==> config.mk <==
export PLATFORM = sky130hd
export DESIGN_NAME = crcu_engine
export DESIGN_NICKNAME = d
export VERILOG_FILES = /design/src/hw/crcu_pkg.sv /design/src/hw/crcu_stream_if.sv /design/src/hw/crcu_fifo.sv /design/src/hw/crcu_engine.sv
export SDC_FILE = /design/constraint.sdc
export NUM_CORES = 1
export LEC_CHECK = 0
export BUFFER_PORTS_ARGS = -buffer_cell sky130_fd_sc_hd__buf_2
export CAP_MARGIN = 20
export CORE_ASPECT_RATIO = 0.9
export CORE_MARGIN = 2
export CORE_UTILIZATION = 55
export DETAILED_ROUTE_END_ITERATION = 10
export PLACE_DENSITY = 0.7
export SLEW_MARGIN = 20
export SYNTH_ARGS = -nofsm -noshare
export SYNTH_HDL_FRONTEND = slang
export SYNTH_SLANG_ARGS = --single-unit
==> constraint.sdc <==
create_clock -name clk_i -period 9.99 [get_ports clk_i]
set_input_delay 0.999 -clock clk_i [delete_from_list [all_inputs] [get_ports clk_i]]
set_output_delay 0.999 -clock clk_i [all_outputs]
set_load 0.1 [all_outputs]
==> src/hw/crcu_pkg.sv <==
// Constants, register map and types of the checksum_unit.
// Assumes an 8-bit special-function-register bus on the system clock.
package crcu_pkg;
   localparam int BYTE_W = 8;
   localparam int FIFO_DEPTH = 16;
   // Register byte addresses
   localparam logic [7:0] ADDR_RESULT = 8'h91;
   localparam logic [7:0] ADDR_CTRL = 8'h92;
   localparam logic [7:0] ADDR_INPUT = 8'h93;
   localparam logic [7:0] ADDR_AUTO = 8'h96;
   localparam logic [7:0] ADDR_COUNT = 8'h97;
   // crc_control fields
   localparam int CTRL_SEL_BIT = 4;
   localparam int CTRL_INIT_BIT = 3;
   localparam int CTRL_VAL_BIT = 2;
   localparam int CTRL_PTR_LSB = 0;
   localparam logic [2:0] CTRL_UNUSED_READ = 3'h0;
   // auto_mode_control fields
   localparam int AUTO_EN_BIT = 7;
   localparam int START_W = 6;
   localparam int COUNT_W = 8;
   // Reset values
   localparam logic [7:0] CTRL_RESET = 8'h00;
   localparam logic [7:0] INPUT_RESET = 8'h00;
   localparam logic [7:0] AUTO_RESET = 8'h00;
   localparam logic [7:0] COUNT_RESET = 8'h00;
   localparam logic [31:0] RESULT_RESET = 32'h00000000;
   localparam logic [7:0] READ_ZERO = 8'h00;
   // Polynomials and seeds
   localparam logic [15:0] POLY16 = 16'h1021;
   localparam logic [31:0] POLY32 = 32'h04C11DB7;
   localparam logic [31:0] POLY32_REFL = 32'hEDB88320;
   localparam logic [31:0] SEED_ZERO = 32'h00000000;
   localparam logic [31:0] SEED_ONES = 32'hFFFFFFFF;
   localparam int BITS_PER_BYTE = 8;
   // Flash sectors
   localparam int SECTOR_BYTES = 1024;
   localparam int SECTOR_SHIFT = 10;
   localparam int FADDR_W = 16;
   localparam int BCNT_W = COUNT_W + SECTOR_SHIFT;
   localparam logic [1:0] PTR_STEP = 2'h1;
   // Auto-mode sequencer
   typedef enum logic [3:0] {
      CRCU_IDLE = 4'h1,
      CRCU_FETCH = 4'h2,
      CRCU_WAIT = 4'h4,
      CRCU_DRAIN = 4'h8
   } crcu_state_t;
endpackage

==> src/hw/crcu_stream_if.sv <==
// Byte stream carrier between the engine and its FIFO.
// Assumes valid/ready transfer on every clock edge where both are high.
`timescale 1ns/1ns
`default_nettype none
interface crcu_stream_if #(parameter int WIDTH = 8);
   logic valid;
   logic ready;
   logic [WIDTH-1:0] data;
   modport src (output valid, output data, input ready);
   modport snk (input valid, input data, output ready);
endinterface
`default_nettype wire

==> src/hw/crcu_fifo.sv <==
// Small synchronous FIFO with valid/ready on both sides.
// Assumes one clock; the head word is shown while valid is high.
`timescale 1ns/1ns
`default_nettype none
module crcu_fifo #(
   parameter int WIDTH = 8,
   parameter int DEPTH = 16
) (
   input wire logic clk_i,
   input wire logic nrst_i,
   crcu_stream_if.snk push,
   crcu_stream_if.src pop
);
   localparam int AW = $clog2(DEPTH);
   localparam logic [AW:0] CNT_ONE = (AW+1)'(1);
   localparam logic [AW:0] CNT_FULL = (AW+1)'(DEPTH);
   localparam logic [AW-1:0] PTR_ONE = AW'(1);
   logic [WIDTH-1:0] mem [DEPTH];
   logic [AW-1:0] wr_ptr;
   logic [AW-1:0] rd_ptr;
   logic [AW:0] count;
   logic [AW-1:0] next_wr_ptr;
   logic [AW-1:0] next_rd_ptr;
   logic [AW:0] next_count;
   logic do_push;
   logic do_pop;
   assign push.ready = (count != CNT_FULL);
   assign pop.valid = (count != '0);
   assign pop.data = mem[rd_ptr];
   always_comb begin
      do_push = push.valid && push.ready;
      do_pop = pop.valid && pop.ready;
      next_wr_ptr = do_push ? wr_ptr + PTR_ONE : wr_ptr;
      next_rd_ptr = do_pop ? rd_ptr + PTR_ONE : rd_ptr;
      next_count = count;
      if (do_push && !do_pop) begin
         next_count = count + CNT_ONE;
      end else if (do_pop && !do_push) begin
         next_count = count - CNT_ONE;
      end
   end
   always_ff @(posedge clk_i or negedge nrst_i) begin
      if (!nrst_i) begin
         wr_ptr <= '0;
         rd_ptr <= '0;
         count <= '0;
      end else begin
         wr_ptr <= next_wr_ptr;
         rd_ptr <= next_rd_ptr;
         count <= next_count;
      end
   end
   // Storage carries no reset; it is never read while empty
   always_ff @(posedge clk_i) begin
      if (do_push) begin
         mem[wr_ptr] <= push.data;
      end
   end
endmodule // crcu_fifo
`default_nettype wire

==> src/hw/crcu_engine.sv <==
// Top of the checksum_unit: register slave, CRC datapath, flash sequencer.
// Assumes a CPU bus on clk_i and a flash port answering on the same clock.
// Operation
// RL1: Select bit 1 gives CRC-16 poly 0x1021
// RL2: CRC-16 runs most significant bit first
// RL3: CRC-16 XORs byte into upper eight bits
// RL4: Eight shifts left, XOR poly on bit 15
// RL5: Select bit 0 gives CRC-32 poly 0x04C11DB7
// RL6: CRC-32 is bit-reflected throughout
// RL7: CRC-32 XORs low byte, shifts right eight times
// RL8: Control bit 4 picks polynomial and length
// RL9: Seed bit picks all zeros or ones
// RL10: Writing init bit loads seed into result
// RL11: Software picks poly, seed, then initializes
// RL12: Each input byte write folds into result
// RL13: Auto mode walks whole 1024-byte flash sectors
// RL14: Control write with auto enable launches run
// RL15: CPU stalls until sector run completes
// RL16: Benign three-byte instruction follows launch write
// RL17: Software clears auto enable before readout
// RL18: Byte pointer selects and auto-increments on access
// RL19: Data port accesses byte under pointer
// RL20: 32-bit pointer maps four result bytes
// RL21: 16-bit pointer aliases two result bytes
// RL22: Result held until init, write, or input
// RL23: Control bits 7..5 read zero, ignore writes
// RL24: 16-bit mode ignores upper sixteen result bits
`timescale 1ns/1ns
`default_nettype none
module crcu_engine
   import crcu_pkg::*;
(
   input wire logic clk_i,
   input wire logic nrst_i,
   input wire logic [7:0] sfr_addr_i,
   input wire logic [7:0] sfr_wdata_i,
   input wire logic sfr_wr_i,
   input wire logic sfr_rd_i,
   output logic [7:0] sfr_rdata_o,
   output logic cpu_stall_o,
   output logic flash_rd_o,
   output logic [FADDR_W-1:0] flash_addr_o,
   input wire logic [7:0] flash_data_i,
   input wire logic flash_valid_i
);

   function automatic logic [15:0] crc16_byte(input logic [15:0] acc, input logic [7:0] din);
      logic [15:0] a;
      a = acc ^ {din, 8'h00}; // RL3
      for (int i = 0; i < BITS_PER_BYTE; i++) begin
         if (a[15]) begin
            a = {a[14:0], 1'b0} ^ POLY16; // RL1 RL2 RL4
         end else begin
            a = {a[14:0], 1'b0}; // RL4
         end
      end
      return a;
   endfunction

   function automatic logic [31:0] crc32_byte(input logic [31:0] acc, input logic [7:0] din);
      logic [31:0] a;
      a = acc ^ {24'h000000, din}; // RL7
      for (int i = 0; i < BITS_PER_BYTE; i++) begin
         if (a[0]) begin
            a = {1'b0, a[31:1]} ^ POLY32_REFL; // RL5 RL6 RL7
         end else begin
            a = {1'b0, a[31:1]}; // RL6 RL7
         end
      end
      return a;
   endfunction

   // Byte lane under the pointer; 16-bit mode aliases the upper pointer values
   function automatic logic [1:0] lane_of(input logic [1:0] ptr, input logic sel16);
      return sel16 ? {1'b0, ptr[0]} : ptr; // RL20 RL21
   endfunction

   crcu_stream_if #(.WIDTH(BYTE_W)) push_bus();
   crcu_stream_if #(.WIDTH(BYTE_W)) pop_bus();

   crcu_fifo #(
      .WIDTH(BYTE_W),
      .DEPTH(FIFO_DEPTH)
   ) u_fifo (
      .clk_i(clk_i),
      .nrst_i(nrst_i),
      .push(push_bus),
      .pop(pop_bus)
   );

   // Register state
   logic poly_sel;
   logic seed_sel;
   logic [1:0] result_ptr;
   logic [31:0] result;
   logic [7:0] byte_input;
   logic auto_en;
   logic [START_W-1:0] start_sector;
   logic [COUNT_W-1:0] sector_count;
   logic [7:0] rdata;
   logic [7:0] next_rdata;
   logic next_poly_sel;
   logic next_seed_sel;
   logic [1:0] next_result_ptr;
   logic [31:0] next_result;
   logic [7:0] next_byte_input;
   logic next_auto_en;
   logic [START_W-1:0] next_start_sector;
   logic [COUNT_W-1:0] next_sector_count;

   // Sequencer state
   crcu_state_t state;
   crcu_state_t next_state;
   logic [FADDR_W-1:0] fetch_addr;
   logic [FADDR_W-1:0] next_fetch_addr;
   logic [BCNT_W-1:0] bytes_left;
   logic [BCNT_W-1:0] next_bytes_left;

   logic wr_ctrl;
   logic wr_result;
   logic rd_result;
   logic wr_input;
   logic [1:0] lane;
   logic [31:0] seed;
   logic [31:0] folded;
   logic fold_now;
   logic launch;

   always_comb begin
      wr_ctrl = sfr_wr_i && (sfr_addr_i == ADDR_CTRL);
      wr_result = sfr_wr_i && (sfr_addr_i == ADDR_RESULT);
      rd_result = sfr_rd_i && (sfr_addr_i == ADDR_RESULT);
      wr_input = sfr_wr_i && (sfr_addr_i == ADDR_INPUT);
      lane = lane_of(result_ptr, poly_sel);
      seed = seed_sel ? SEED_ONES : SEED_ZERO; // RL9
      launch = wr_ctrl && auto_en; // RL14
   end

   // Bytes from software and from flash share one path into the FIFO
   always_comb begin
      if (state == CRCU_WAIT) begin
         push_bus.valid = flash_valid_i; // RL13
         push_bus.data = flash_data_i;
      end else begin
         push_bus.valid = wr_input; // RL12
         push_bus.data = sfr_wdata_i;
      end
   end

   // Control and result writes take the cycle; the fold waits one
   always_comb begin
      pop_bus.ready = !(wr_ctrl || wr_result);
      fold_now = pop_bus.valid && pop_bus.ready;
      if (poly_sel) begin
         folded = {16'h0000, crc16_byte(result[15:0], pop_bus.data)}; // RL24 RL8
      end else begin
         folded = crc32_byte(result, pop_bus.data); // RL8
      end
   end

   // Register file next values
   always_comb begin
      next_poly_sel = poly_sel;
      next_seed_sel = seed_sel;
      next_result_ptr = result_ptr;
      next_result = result; // RL22
      next_byte_input = byte_input;
      next_auto_en = auto_en;
      next_start_sector = start_sector;
      next_sector_count = sector_count;
      next_rdata = rdata;
      if (wr_ctrl) begin
         // Bits 7..5 are simply not stored
         next_poly_sel = sfr_wdata_i[CTRL_SEL_BIT]; // RL23 RL8
         next_seed_sel = sfr_wdata_i[CTRL_VAL_BIT];
         next_result_ptr = sfr_wdata_i[CTRL_PTR_LSB +: 2];
         if (sfr_wdata_i[CTRL_INIT_BIT]) begin
            // Seed taken from the value written in the same access
            next_result = sfr_wdata_i[CTRL_VAL_BIT] ? SEED_ONES : SEED_ZERO; // RL10 RL9
         end
      end else if (wr_result) begin
         next_result[lane*8 +: 8] = sfr_wdata_i; // RL19
         next_result_ptr = result_ptr + PTR_STEP; // RL18
      end else if (fold_now) begin
         next_result = folded; // RL12
      end
      if (rd_result) begin
         next_result_ptr = result_ptr + PTR_STEP; // RL18
      end
      if (wr_input) begin
         next_byte_input = sfr_wdata_i;
      end
      if (sfr_wr_i && (sfr_addr_i == ADDR_AUTO)) begin
         next_auto_en = sfr_wdata_i[AUTO_EN_BIT];
         next_start_sector = sfr_wdata_i[START_W-1:0];
      end
      if (sfr_wr_i && (sfr_addr_i == ADDR_COUNT)) begin
         next_sector_count = sfr_wdata_i;
      end
      if (sfr_rd_i) begin
         case (sfr_addr_i)
            ADDR_RESULT: next_rdata = result[lane*8 +: 8]; // RL19 RL20 RL21
            ADDR_CTRL: next_rdata = {CTRL_UNUSED_READ, poly_sel, 1'b0, seed_sel,
                                     result_ptr}; // RL23
            ADDR_INPUT: next_rdata = byte_input;
            ADDR_AUTO: next_rdata = {auto_en, 1'b0, start_sector};
            ADDR_COUNT: next_rdata = sector_count;
            default: next_rdata = READ_ZERO;
         endcase
      end
   end

   always_ff @(posedge clk_i or negedge nrst_i) begin
      if (!nrst_i) begin
         poly_sel <= CTRL_RESET[CTRL_SEL_BIT];
         seed_sel <= CTRL_RESET[CTRL_VAL_BIT];
         result_ptr <= CTRL_RESET[CTRL_PTR_LSB +: 2];
         result <= RESULT_RESET;
         byte_input <= INPUT_RESET;
         auto_en <= AUTO_RESET[AUTO_EN_BIT];
         start_sector <= AUTO_RESET[START_W-1:0];
         sector_count <= COUNT_RESET;
         rdata <= READ_ZERO;
      end else begin
         poly_sel <= next_poly_sel;
         seed_sel <= next_seed_sel;
         result_ptr <= next_result_ptr;
         result <= next_result;
         byte_input <= next_byte_input;
         auto_en <= next_auto_en;
         start_sector <= next_start_sector;
         sector_count <= next_sector_count;
         rdata <= next_rdata;
      end
   end

   // Flash sequencer: one read outstanding, issued only when the FIFO has room,
   // so a returning byte can never meet a full FIFO.
   always_comb begin
      next_state = state;
      next_fetch_addr = fetch_addr;
      next_bytes_left = bytes_left;
      flash_rd_o = 1'b0;
      case (state)
         CRCU_IDLE: begin
            if (launch) begin
               next_fetch_addr = {start_sector, {SECTOR_SHIFT{1'b0}}}; // RL13
               next_bytes_left = {sector_count, {SECTOR_SHIFT{1'b0}}}; // RL13
               if (sector_count == '0) begin
                  next_state = CRCU_DRAIN;
               end else begin
                  next_state = CRCU_FETCH; // RL14
               end
            end
         end
         CRCU_FETCH: begin
            if (push_bus.ready) begin
               flash_rd_o = 1'b1;
               next_state = CRCU_WAIT;
            end
         end
         CRCU_WAIT: begin
            if (flash_valid_i) begin
               next_fetch_addr = fetch_addr + 16'h0001;
               next_bytes_left = bytes_left - 18'h00001;
               if (bytes_left == 18'h00001) begin
                  next_state = CRCU_DRAIN;
               end else begin
                  next_state = CRCU_FETCH;
               end
            end
         end
         CRCU_DRAIN: begin
            if (!pop_bus.valid) begin
               next_state = CRCU_IDLE;
            end
         end
         default: begin
            next_state = CRCU_IDLE;
         end
      endcase
   end

   always_ff @(posedge clk_i or negedge nrst_i) begin
      if (!nrst_i) begin
         state <= CRCU_IDLE;
         fetch_addr <= '0;
         bytes_left <= '0;
      end else begin
         state <= next_state;
         fetch_addr <= next_fetch_addr;
         bytes_left <= next_bytes_left;
      end
   end

   // Stall rises the cycle after a launch, so the launching write is a plain access;
   // queued input bytes stall too, so a result read never sees a stale value.
   assign cpu_stall_o = (state != CRCU_IDLE) || pop_bus.valid
                        || !push_bus.ready; // RL15 RL16
   assign flash_addr_o = fetch_addr;
   assign sfr_rdata_o = rdata;

endmodule // crcu_engine
`default_nettype wire

---- After elaboration in Yosys (flattened, before gate mapping) ----
Memory sizes are Yosys's and may differ from the RTL's.
Index checks and enable logic that the tools add are counted.
cells by class
  $add $sub $neg .......................... 8
  equality and inequality tests ........... 17
  shifts and indexed selects .............. 3
  multiplexer cells ....................... 63
  bitwise operators ....................... 18
  reduce and logical (&&, ||, !) cells .... 27
operators by type and width
  operator                                               number
  two-way mux 32 bit                                     21
  two-way mux 16 bit                                     9
  inverter 13 -> 14 bit                                  8
  two-way mux 13 bit                                     8
  == test 8 bit, second input constant                   5
  case mux 8 bit (5 select lines)                        1
  two-way mux 18 bit                                     2
  case mux 18 bit (2 select lines)                       1
  negation 5 -> 34 bit                                   1
  variable shift 8 x 34 -> 32 bit, first input constant  1
  indexed part select 8 x 34 -> 32 bit                   1
  bitwise mux 32 bit                                     1
  case mux 16 bit (2 select lines)                       1
  indexed part select 32 x 6 -> 8 bit                    1
  bitwise XOR 32 x 8 -> 32 bit                           1
  two-way mux 4 bit                                      6
  inverter 3 bit                                         8
  == test 18 x 1 -> 1 bit, second input constant         1
  subtractor 18 x 1 -> 18 bit, second input constant     1
  adder 16 x 1 -> 16 bit, second input constant          1
  case mux 4 bit (4 select lines)                        1
  bitwise XOR 16 bit                                     1
  logical AND 1 bit                                      11
  two-way mux 5 bit                                      2
  other kinds (23)                                       42
storage, ports and cells
  bits in registers ....................... 118
  RAM bits ................................ 128
  memories kept ........................... 1
memories
  name        depth  bits a word  rd ports  clocked after memory_dff  write ports  line             RTL
  u_fifo.mem  16     8            1         0                         1            crcu_fifo.sv:18  logic [WIDTH-1:0] mem [DEPTH];

---- Logic depth before layout (Yosys ltp) ----
Gate-level depths: netlist of the first run.
An unclocked memory read counts as a cell.
  word-level depth ........................ 29
  mapped depth ............................ 15
  mapped depth without buffers ............ 14

---- Cells and area by module ----
From an unflattened synthesis of the first run, not the netlist that was laid out.
unflattened totals
  cells, all modules ...................... 1094
  area total of the unflattened synthesis .. 13041.3 um^2
by module, submodules not included
  module       instances  cells each  area each (um^2)  sequential area each (um^2)
  crcu_engine  1          776         7270.7            2628.8
  crcu_fifo    1          318         5770.5            4169.0

---- Worst setup path before layout of the first run ----
Ideal clock, no wire load.
  path kind ............................... input-to-reg
  start point ............................. in sfr_addr_i[0]
  end point ............................... reg u_fifo.count[4]
  arrival ................................. 3.658 ns
  required time ........................... 9.864 ns
  path slack .............................. 6.206 ns
  stages on the path ...................... 14
  buffers on the path ..................... 2
  cell sequence ........................... clkdlybuf4s50_2 nor2b_1 clkbuf_1 o21a_1 nor2_1 inv_1 ha_1 inv_1 ha_1 a21o_1 a21oi_1 xnor2_1 nor2_1 xor2_1
between the ends
  cells in the longest elaborated chain, start to end .. 8
ends and longest elaborated chain
  what                                                     line                                    RTL
  from (decl)                                              crcu_engine.sv:35                       input wire logic [7:0] sfr_addr_i,
  == test 8 bit (on tied branches)                         crcu_engine.sv:130, crcu_engine.sv:131
  logical AND 1 bit (on tied branches)                     crcu_engine.sv:130, crcu_engine.sv:131
  logical OR 1 bit                                         crcu_engine.sv:152                      pop_bus.ready = !(wr_ctrl || wr_result);
  logical NOT 1 bit                                        crcu_engine.sv:152
  logical AND 1 bit                                        crcu_fifo.sv:32                         do_pop = pop.valid && pop.ready;
  logical NOT 1 bit                                        crcu_fifo.sv:36                         if (do_push && !do_pop) begin
  logical AND 1 bit                                        crcu_fifo.sv:36
  two-way mux 5 bit or nonzero test 2 bit (tied branches)  n/a
  to (signal assigned)                                     crcu_fifo.sv:50                         count <= next_count;
  to (decl)                                                crcu_fifo.sv:21                         logic [AW:0] count;
Parallel ways exist; a longest one is shown, timed or not.
A chain may end at the register's enable or synchronous reset.

---- Worst setup path in the final report of the first run ----
  start point ............................. reg u_fifo.rd_ptr[0]
  end point ............................... reg result[26]
between the ends
  cells in the longest elaborated chain, start to end .. 25
ends and longest elaborated chain
  what                                    line                RTL
  from (decl)                             crcu_fifo.sv:20     logic [AW-1:0] rd_ptr;
  from (signal assigned)                  crcu_fifo.sv:49     rd_ptr <= next_rd_ptr;
  memory (16 x 8 bit) *                   n/a
  bitwise XOR 32 x 8 -> 32 bit *          crcu_engine.sv:62   a = acc ^ {24'h000000, din};
  two-way mux 32 bit *                    crcu_engine.sv:64   if (a[0]) begin
  two-way mux 32 bit *                    crcu_engine.sv:154  if (poly_sel) begin
  two-way mux 32 bit *                    crcu_engine.sv:64
  two-way mux 32 bit *                    crcu_engine.sv:154
  two-way mux 32 bit *                    crcu_engine.sv:64
  two-way mux 32 bit *                    crcu_engine.sv:154
  [9 not listed]                          n/a
  two-way mux 32 bit *                    crcu_engine.sv:64
  two-way mux 32 bit *                    crcu_engine.sv:154
  inverter 13 -> 14 bit (no source line)  n/a
  two-way mux 32 bit *                    crcu_engine.sv:64
  two-way mux 32 bit *                    crcu_engine.sv:154
  two-way mux 32 bit *                    crcu_engine.sv:184  end else if (fold_now) begin
  two-way mux 32 bit *                    crcu_engine.sv:181  end else if (wr_result) begin
  two-way mux 32 bit *                    crcu_engine.sv:172  if (wr_ctrl) begin
  to (signal assigned)                    crcu_engine.sv:228  result <= next_result;
  to (decl)                               crcu_engine.sv:95   logic [31:0] result;
Every way passes the cells marked *; elsewhere a longest branch is shown, timed or not. The select of a mux whose other input is x is not followed.

==> results of run 1 <==
==> cell families after synthesis <==
group / count (synthesis) / share of synthesized area
xor+xnor: 111 / 0.0971
flops: 246 / 0.528
simple gates: 312 / 0.113
compound gates: 196 / 0.0924
buf+inv: 70 / 0.0281
mux: 98 / 0.125
fa+ha+maj: 17 / 0.0171
==> sequential cells by signal, indices dropped and copies added (netlist names), 5 cells and up <==
register	cells
byte_input	8
bytes_left	18
flash_addr_o	16
result	32
sector_count	8
sfr_rdata_o	8
start_sector	6
u_fifo.count	5
u_fifo.mem	128
==> cells in the mapped netlist (5+ instances only) <==
master                       n  share of area
sky130_fd_sc_hd__edfxtp_1  128           0.30
sky130_fd_sc_hd__dfrtp_1   117           0.23
sky130_fd_sc_hd__nand2_1   112          0.033
sky130_fd_sc_hd__nor2_1     80          0.023
sky130_fd_sc_hd__a21oi_1    69          0.027
sky130_fd_sc_hd__xnor2_1    60          0.041
sky130_fd_sc_hd__o21ai_0    49          0.019
sky130_fd_sc_hd__clkbuf_1   37          0.011
sky130_fd_sc_hd__mux2_2     33          0.029
sky130_fd_sc_hd__xor2_1     30          0.020
sky130_fd_sc_hd__mux4_2     28          0.049
sky130_fd_sc_hd__and2_1     23          0.011
sky130_fd_sc_hd__mux2i_1    21          0.016
sky130_fd_sc_hd__nand3_1    19         0.0074
sky130_fd_sc_hd__inv_1      17         0.0050
sky130_fd_sc_hd__ha_1       16          0.016
sky130_fd_sc_hd__mux4_1     13          0.027
sky130_fd_sc_hd__o22ai_1    13         0.0063
sky130_fd_sc_hd__a31oi_1    12         0.0058
sky130_fd_sc_hd__and3_1     11         0.0053
sky130_fd_sc_hd__nand4_1    11         0.0053
sky130_fd_sc_hd__nor3_1     11         0.0043
sky130_fd_sc_hd__a221oi_1    9         0.0061
sky130_fd_sc_hd__nor4_1      9         0.0044
sky130_fd_sc_hd__a21o_1      7         0.0041
sky130_fd_sc_hd__nor2b_1     7         0.0034
sky130_fd_sc_hd__a22oi_1     6         0.0035
sky130_fd_sc_hd__nand2b_1    6         0.0029
sky130_fd_sc_hd__or3_1       6         0.0029
sky130_fd_sc_hd__xnor3_1     6          0.010
sky130_fd_sc_hd__o221ai_1    5         0.0034
==> power by group <==
part	leakage [nW]	internal [W]	switching [W]
clock network	0.396	0.000522	0.000402
registers	2.67	0.00117	0.000157
logic	2.56	0.00148	0.00149
total	5.63	0.00317	0.00205
==> final timing paths <==
kind	start	to	slack [ns]	cells after the start
worst max-delay path	u_fifo.rd_ptr[0]	result[26]	5.87	9
worst min-delay path	nrst_i	flash_addr_o[7]	0.47	1
worst max register to register	u_fifo.rd_ptr[0]	result[26]	5.87	9
worst min register to register	bytes_left[15]	bytes_left[15]	0.50	2
max in group asynchronous	nrst_i	u_fifo.rd_ptr[0]	8.08	2
min in group clk_i	bytes_left[15]	bytes_left[15]	0.50	2
==> metal layers <==
metal	part of all wire	vias up	global-route usage
met1	0.44	4364	0.374
li1	-	3966	-
met3	0.063	69	0.0375
met2	0.46	331	0.403
met4	0.035	0	0.0931
met5	0	-	0
==> worst max-delay path, stage by stage, from the launching register on <==
cell and delay (ns):
sky130_fd_sc_hd__dfrtp_2 0.34, sky130_fd_sc_hd__buf_4 0.51, sky130_fd_sc_hd__mux4_1 0.67, sky130_fd_sc_hd__mux4_2 0.58
sky130_fd_sc_hd__xnor2_4 0.21, sky130_fd_sc_hd__xnor2_1 0.63, sky130_fd_sc_hd__xor3_2 0.43, sky130_fd_sc_hd__xnor2_1 0.17
sky130_fd_sc_hd__or4_1 0.41, sky130_fd_sc_hd__nand3_1 0.08
==> through the flow <==
step | power [W] | hold slack [ns] | setup slack, ns | area (sq um)
global route | 0.00550 | 0.517 | 5.69 | 14200
finish | 0.00522 | 0.465 | 5.87 | 14200
detailed placement | 0.00428 | 0.464 | 5.54 | 13300
CTS | 0.00521 | 0.490 | 5.82 | 14200
floorplan | 0.00378 | 0.444 | 6.21 | 12900
global placement | 0.00425 | 0.467 | 5.69 | 13300
==> cells in the final DEF, fill, tap and decap left out, drive strengths merged, types with 12 or more instances in the layout <==
cell type  instances
a21oi             70
xor2              36
clkbuf            32
o21ai             52
nand2            112
mux4              41
and2              24
xnor2             67
o22ai             14
clkinv            12
buf               66
nor2              80
mux2i             24
ha                16
inv               17
nand3             19
mux2              33
a31oi             12
dfrtp            117
edfxtp           128
==> area by class of cell <==
type	count	area, sq um
repair buffers	66	363
clock inverters	16	136
inverters	18	67.6
multi-input cells	734	5730
fillers	1836	9040
flip-flops and latches	246	6800
diodes	1	2.50
well taps	302	378
clock buffers	32	693
==> metrics.md, run 1 <==
| Metric | Value |
|---|---|
| Status | complete, no violations |
| Avg Vias per Cell | a little over 6 |
| Sum of overflow across all layers after global routing | 0 |
| Finished Core Util | 0.611 |
| Clock transition at path regs | ~0.06 ns |
| Sequential-to-total area share from yosys stat | 0.528 |
| Layout Nets | ~1100 |
| Data arrival time at the worst-slack endpoint | around 4.6 ns |
| Post-synth top flop | sky130_fd_sc_hd__edfxtp_1 |
| Power density of the placed cells | between 300 and 400 mW/mm^2 |
| Count of warnings emitted by yosys | 0 |
| Via count of the first global-routing pass | slightly above 8000 |
| Critical Path End Type | flip-flop |
| Total number of vias | approximately 8700 |
| Layout overhead on the synthesized area | 9.98% |
| DIE HEIGHT | around 150 um |
| Netlist Area Pre-Place | 0.0129 sq mm |
| Average detailed-routed wire length per instance | 22.0 um |
| Unrepaired setup endpoints after global routing | no |
| Endpoints failing setup | 0 |
| Setup CP Type | reg2reg |
| Number of antenna violations at the first check in global routing | 1 |
| Class of the tightest hold or removal check | in2async |
| # clock sinks | roughly 250 |
| Number of distinct standard cells referenced by the synthesized netlist | between 70 and 80 |
| Number of slew-limit violations in the final report | 0 |
| Layout cells sized above 1 | 0.174 |
| Clock tree from TritonCTS | yes |
| CTS H-tree lvls | 1 |
| Max Freq | roughly 240 MHz |
| Die width | roughly 170 um |
| Crit start category | flip-flop |
| Full die area | roughly 0.025 sq mm |
| Number of failing hold endpoints at the final stage | 0 |
| Maximum number of pins on one net before global-route repair | a little over 70 |
| Setup Total Neg Slack | 0 ns |
| First-pass GRT wire length | 48.3 mm |
| Flops & latches, synth | around 250 |
| Gp weighted congestion | 0.894 |
| Mapped Avg Cell Area | around 12 sq um |
| Clock tree skew after final layout | between 0.01 and 0.015 ns |
| Clock Root Buffer | sky130_fd_sc_hd__clkbuf_16 |
| Clock Path Buffers | 3 |
| 1st-pass router iterations | 5 |
| Standard cell core area | between 0.02 and 0.025 sq mm |
| DRC violation count after routing | 0 |
| Non-filler cells, final | 1415 |
| Starting density of the core | 0.555 |
| Total half-perimeter wirelength after legalization and detailed placement | about 21 mm |
| Number of cells produced by synthesis | about 1100 |
| Required time of the critical path | 10.46 ns |
| Starting DRT DRC Count | 877 |
| Number of cells upsized or downsized after cts | 0 |
| Minimum period implied by the final worst setup slack | roughly 4 ns |
| Transition time of the tightest slew-check pin | about 1.1 ns |
| Row count | 53 |
| Number of buffers inserted during clock tree synthesis | 26 |
| Number of cells after detailed placement | approximately 1400 |
| Cts-stage hold buffer count | 0 |
| Post-CTS setup-driven buffer insertion count | 0 |
| Post-route ant nets | 0 |
| Worst slew slack as a fraction of its limit | 0.286 |
| Count of flip-flops with a built-in enable after synthesis | between 100 and 150 |
| Worst-skew pair later-pin latency | 0.55 ns |
| Number of nets in the synthesized netlist | 1096 |
| GRT Overall Usage | 0.259 |
| Worst supply voltage drop on vdd | 338 uV |
| Fraction of registers with async set/reset | 0.480 |
| Largest fanout on the critical path | 37 |
| Number of top-level design ports | between 50 and 60 |
| WL final | 31.2 mm |
| Portion of the clock cycle consumed by the worst path in the final layout | 0.412 |
| Leakage component of the power | between 5 and 6 nW |
| Number of input and output port buffers inserted | 54 |
| Max-Cap Viols | 0 |
Note: power is estimated with default switching activity, not from simulation.
==> inputs of run 2 (changes only) <==
--- a/config.mk
+++ b/config.mk
@@ -11,7 +11,7 @@
 export CORE_MARGIN = 2
 export CORE_UTILIZATION = 55
 export DETAILED_ROUTE_END_ITERATION = 10
-export PLACE_DENSITY = 0.7
+export PLACE_DENSITY = 0.73
 export SLEW_MARGIN = 20
 export SYNTH_ARGS = -nofsm -noshare
 export SYNTH_HDL_FRONTEND = slang
==> constraint.sdc (replaced) <==
create_clock -name clk_i -period 3.6 [get_ports clk_i]
set_input_delay 0.36 -clock clk_i [delete_from_list [all_inputs] [get_ports clk_i]]
set_output_delay 0.36 -clock clk_i [all_outputs]
set_load 0.1 [all_outputs]
==> metrics.md, run 2 (same netlist as run 1, synthesis figures left out) <==
| Metric | Value |
|---|---|
| Net Sw Frac | 0.386 |
| Largest registers | u_fifo.mem (128), result (32), bytes_left (18) |
| Worst supply voltage drop on vdd | roughly 1000 uV |
| Number of failing hold endpoints at the final stage | 0 |
| Clock Root Buffer | sky130_fd_sc_hd__clkbuf_16 |
| Number of input and output port buffers inserted | 54 |
| Worst-skew pair later-pin latency | 0.53 ns |
| GRT Overall Usage | 0.266 |
| Row count | 53 |
| Finished Core Util | 0.626 |
| Max-Cap Viols | 0 |
| Worst slew slack as a fraction of its limit | 0.399 |
| Average detailed-routed wire length per instance | 22.1 um |
| Layout Nets | between 1000 and 1500 |
| Most common cell after layout, fill and taps aside | sky130_fd_sc_hd__edfxtp_1 |
| Total number of vias | 8925 |
| Required time of the critical path | ~4 ns |
| Largest fanout on the critical path | 21 |
| Number of slew-limit violations in the final report | 0 |
| DIE HEIGHT | 149 um |
| Max Freq | between 200 and 300 MHz |
| Unrepaired setup endpoints after global routing | no |
| Endpoints failing setup | 0 |
| Number of antenna cells inserted | 0 |
| Setup Total Neg Slack | 0 ns |
| Full die area | ~0.025 sq mm |
| Starting DRT DRC Count | 903 |
| Part of the power in registers | 0.243 |
| Minimum period implied by the final worst setup slack | around 3.4 ns |
| Die width | approximately 170 um |
| Combinational Power Share | 0.569 |
| Total half-perimeter wirelength after legalization and detailed placement | about 22 mm |
| Clock network fraction of design power | 0.188 |
| Crit start category | flip-flop |
| Critical Path End Type | flip-flop |
| WL final | 31.9 mm |
| Class of the tightest hold or removal check | in2reg |
| Top reg by flops | u_fifo.mem |
| Number of antenna violations at the first check in global routing | 0 |
| Clock tree from TritonCTS | yes |
| Leakage component of the power | around 5.8 nW |
| Power density of the placed cells | 1060 mW/mm^2 |
| Starting density of the core | 0.555 |
| Layout overhead on the synthesized area | 12.7% |
| Post-route ant nets | 0 |
| Max FFs per register | between 100 and 150 |
| Setup CP Type | reg2reg |
| Ordered list of cells on the worst path | buf_12 -> mux4_2 -> mux2i_1 -> mux2i_2 -> xor2_2 -> xnor3_2 -> xnor2_1 -> a221oi_1 -> a21oi_1 |
| Master of the slowest instance on the critical path | sky130_fd_sc_hd__dfrtp_4 |
| Post-CTS setup-driven buffer insertion count | 0 |
| Clock Path Buffers | 3 |
| Layout cells sized above 1 | 0.196 |
| 1st-pass router iterations | 6 |
| Avg Vias per Cell | 6.19 |
| Data arrival time at the worst-slack endpoint | 3.83 ns |
| First-pass GRT wire length | between 40 and 50 mm |
| Number of buffers inserted during clock tree synthesis | 25 |
| Delay of the slowest critical-path stage | 0.58 ns |
| Status | complete, no violations |
| Clock transition at path regs | roughly 0.06 ns |
| CTS H-tree lvls | 1 |
| Maximum number of pins on one net before global-route repair | 69 |
| Via count of the first global-routing pass | 8581 |
| DRC violation count after routing | 0 |
| Switching power | approximately 0.006 W |
| Sum of overflow across all layers after global routing | 0 |
| Internal power | about 0.0095 W |
| # clock sinks | about 250 |
| Clock tree skew after final layout | 0.00850 ns |
| Highest-count cells in the layout ignoring fill and taps | sky130_fd_sc_hd__edfxtp_1, sky130_fd_sc_hd__dfrtp_1, sky130_fd_sc_hd__nand2_1 |
| Gp weighted congestion | about 0.95 |
| Transition time of the tightest slew-check pin | between 0.9 and 1 ns |
| Portion of the clock cycle consumed by the worst path in the final layout | 0.953 |
| Number of top-level design ports | between 50 and 60 |
| Standard cell core area | 0.0232 sq mm |
run 2: routing by layer:
metal	routed length [um]	track usage
met4	1010	0.0832
met1	13900	0.392
met3	2330	0.0425
met2	14700	0.409
met5	0	0
run 2: power by group through the flow:
stage / Clock [W] / Sequential, W / Combinational (W)
floorplan: 0 / 0.00359 / 0.00691
global placement: 0 / 0.00377 / 0.00850
detailed placement: 0 / 0.00378 / 0.00860
CTS: 0.00293 / 0.00372 / 0.00872
global route: 0.00304 / 0.00377 / 0.00943
finish: 0.00290 / 0.00374 / 0.00876
run 2: path summary, 6_finish.rpt:
check	startpoint	endpoint	slack [ns]	depth (start not counted)
max in group asynchronous	nrst_i	result_ptr[0]	2.32	3
min reg2reg	bytes_left[15]	bytes_left[15]	0.49	2
min in group asynchronous	nrst_i	flash_addr_o[4]	0.50	2
max	u_fifo.rd_ptr[0]	result[27]	0.17	9
max reg2reg	u_fifo.rd_ptr[0]	result[27]	0.17	9
min	sfr_rd_i	sfr_rdata_o[4]	0.22	2
run 2: timing repair:
| action | 4_1_cts | 5_1_grt |
|---|---|---|
| resized for setup | 2 | 1 |
| setup endpoints to repair | 1 | 4 |
| pin swaps | 0 | 0 |
| endpoints found under the hold margin | 56 | 0 |
| hold buffers | 1 | 0 |
run 2: worst max-delay path, delay by kind of cell (launching register included):
family,cells,cell delay [ns]
xor+xnor,3,1.13
mux,3,0.99
flops,1,0.58
compound gates,2,0.34
buf+inv,1,0.23
run 2: metrics by stage:
step                cell area [sq um]  cells  worst slack, ns  hold WS, ns  total power [W]
floorplan                       12900   1050            0.265       0.0644           0.0105
global placement                13600   1396            0.145        0.464           0.0123
detailed placement              13600   1396           0.0841        0.472           0.0124
CTS                             14500   1442            0.106        0.200           0.0154
global route                    14500   1442          0.00812        0.231           0.0162
finish                          14500   1442            0.169        0.217           0.0154
run 2: final cells by class:
type | count | area (sq um)
flip-flops and latches | 246 | 6800
repair buffers | 97 | 623
clock buffers | 30 | 654
multi-input cells | 734 | 5740
fillers | 1755 | 8680
inverters | 18 | 67.6
well taps | 302 | 378
clock inverters | 15 | 264
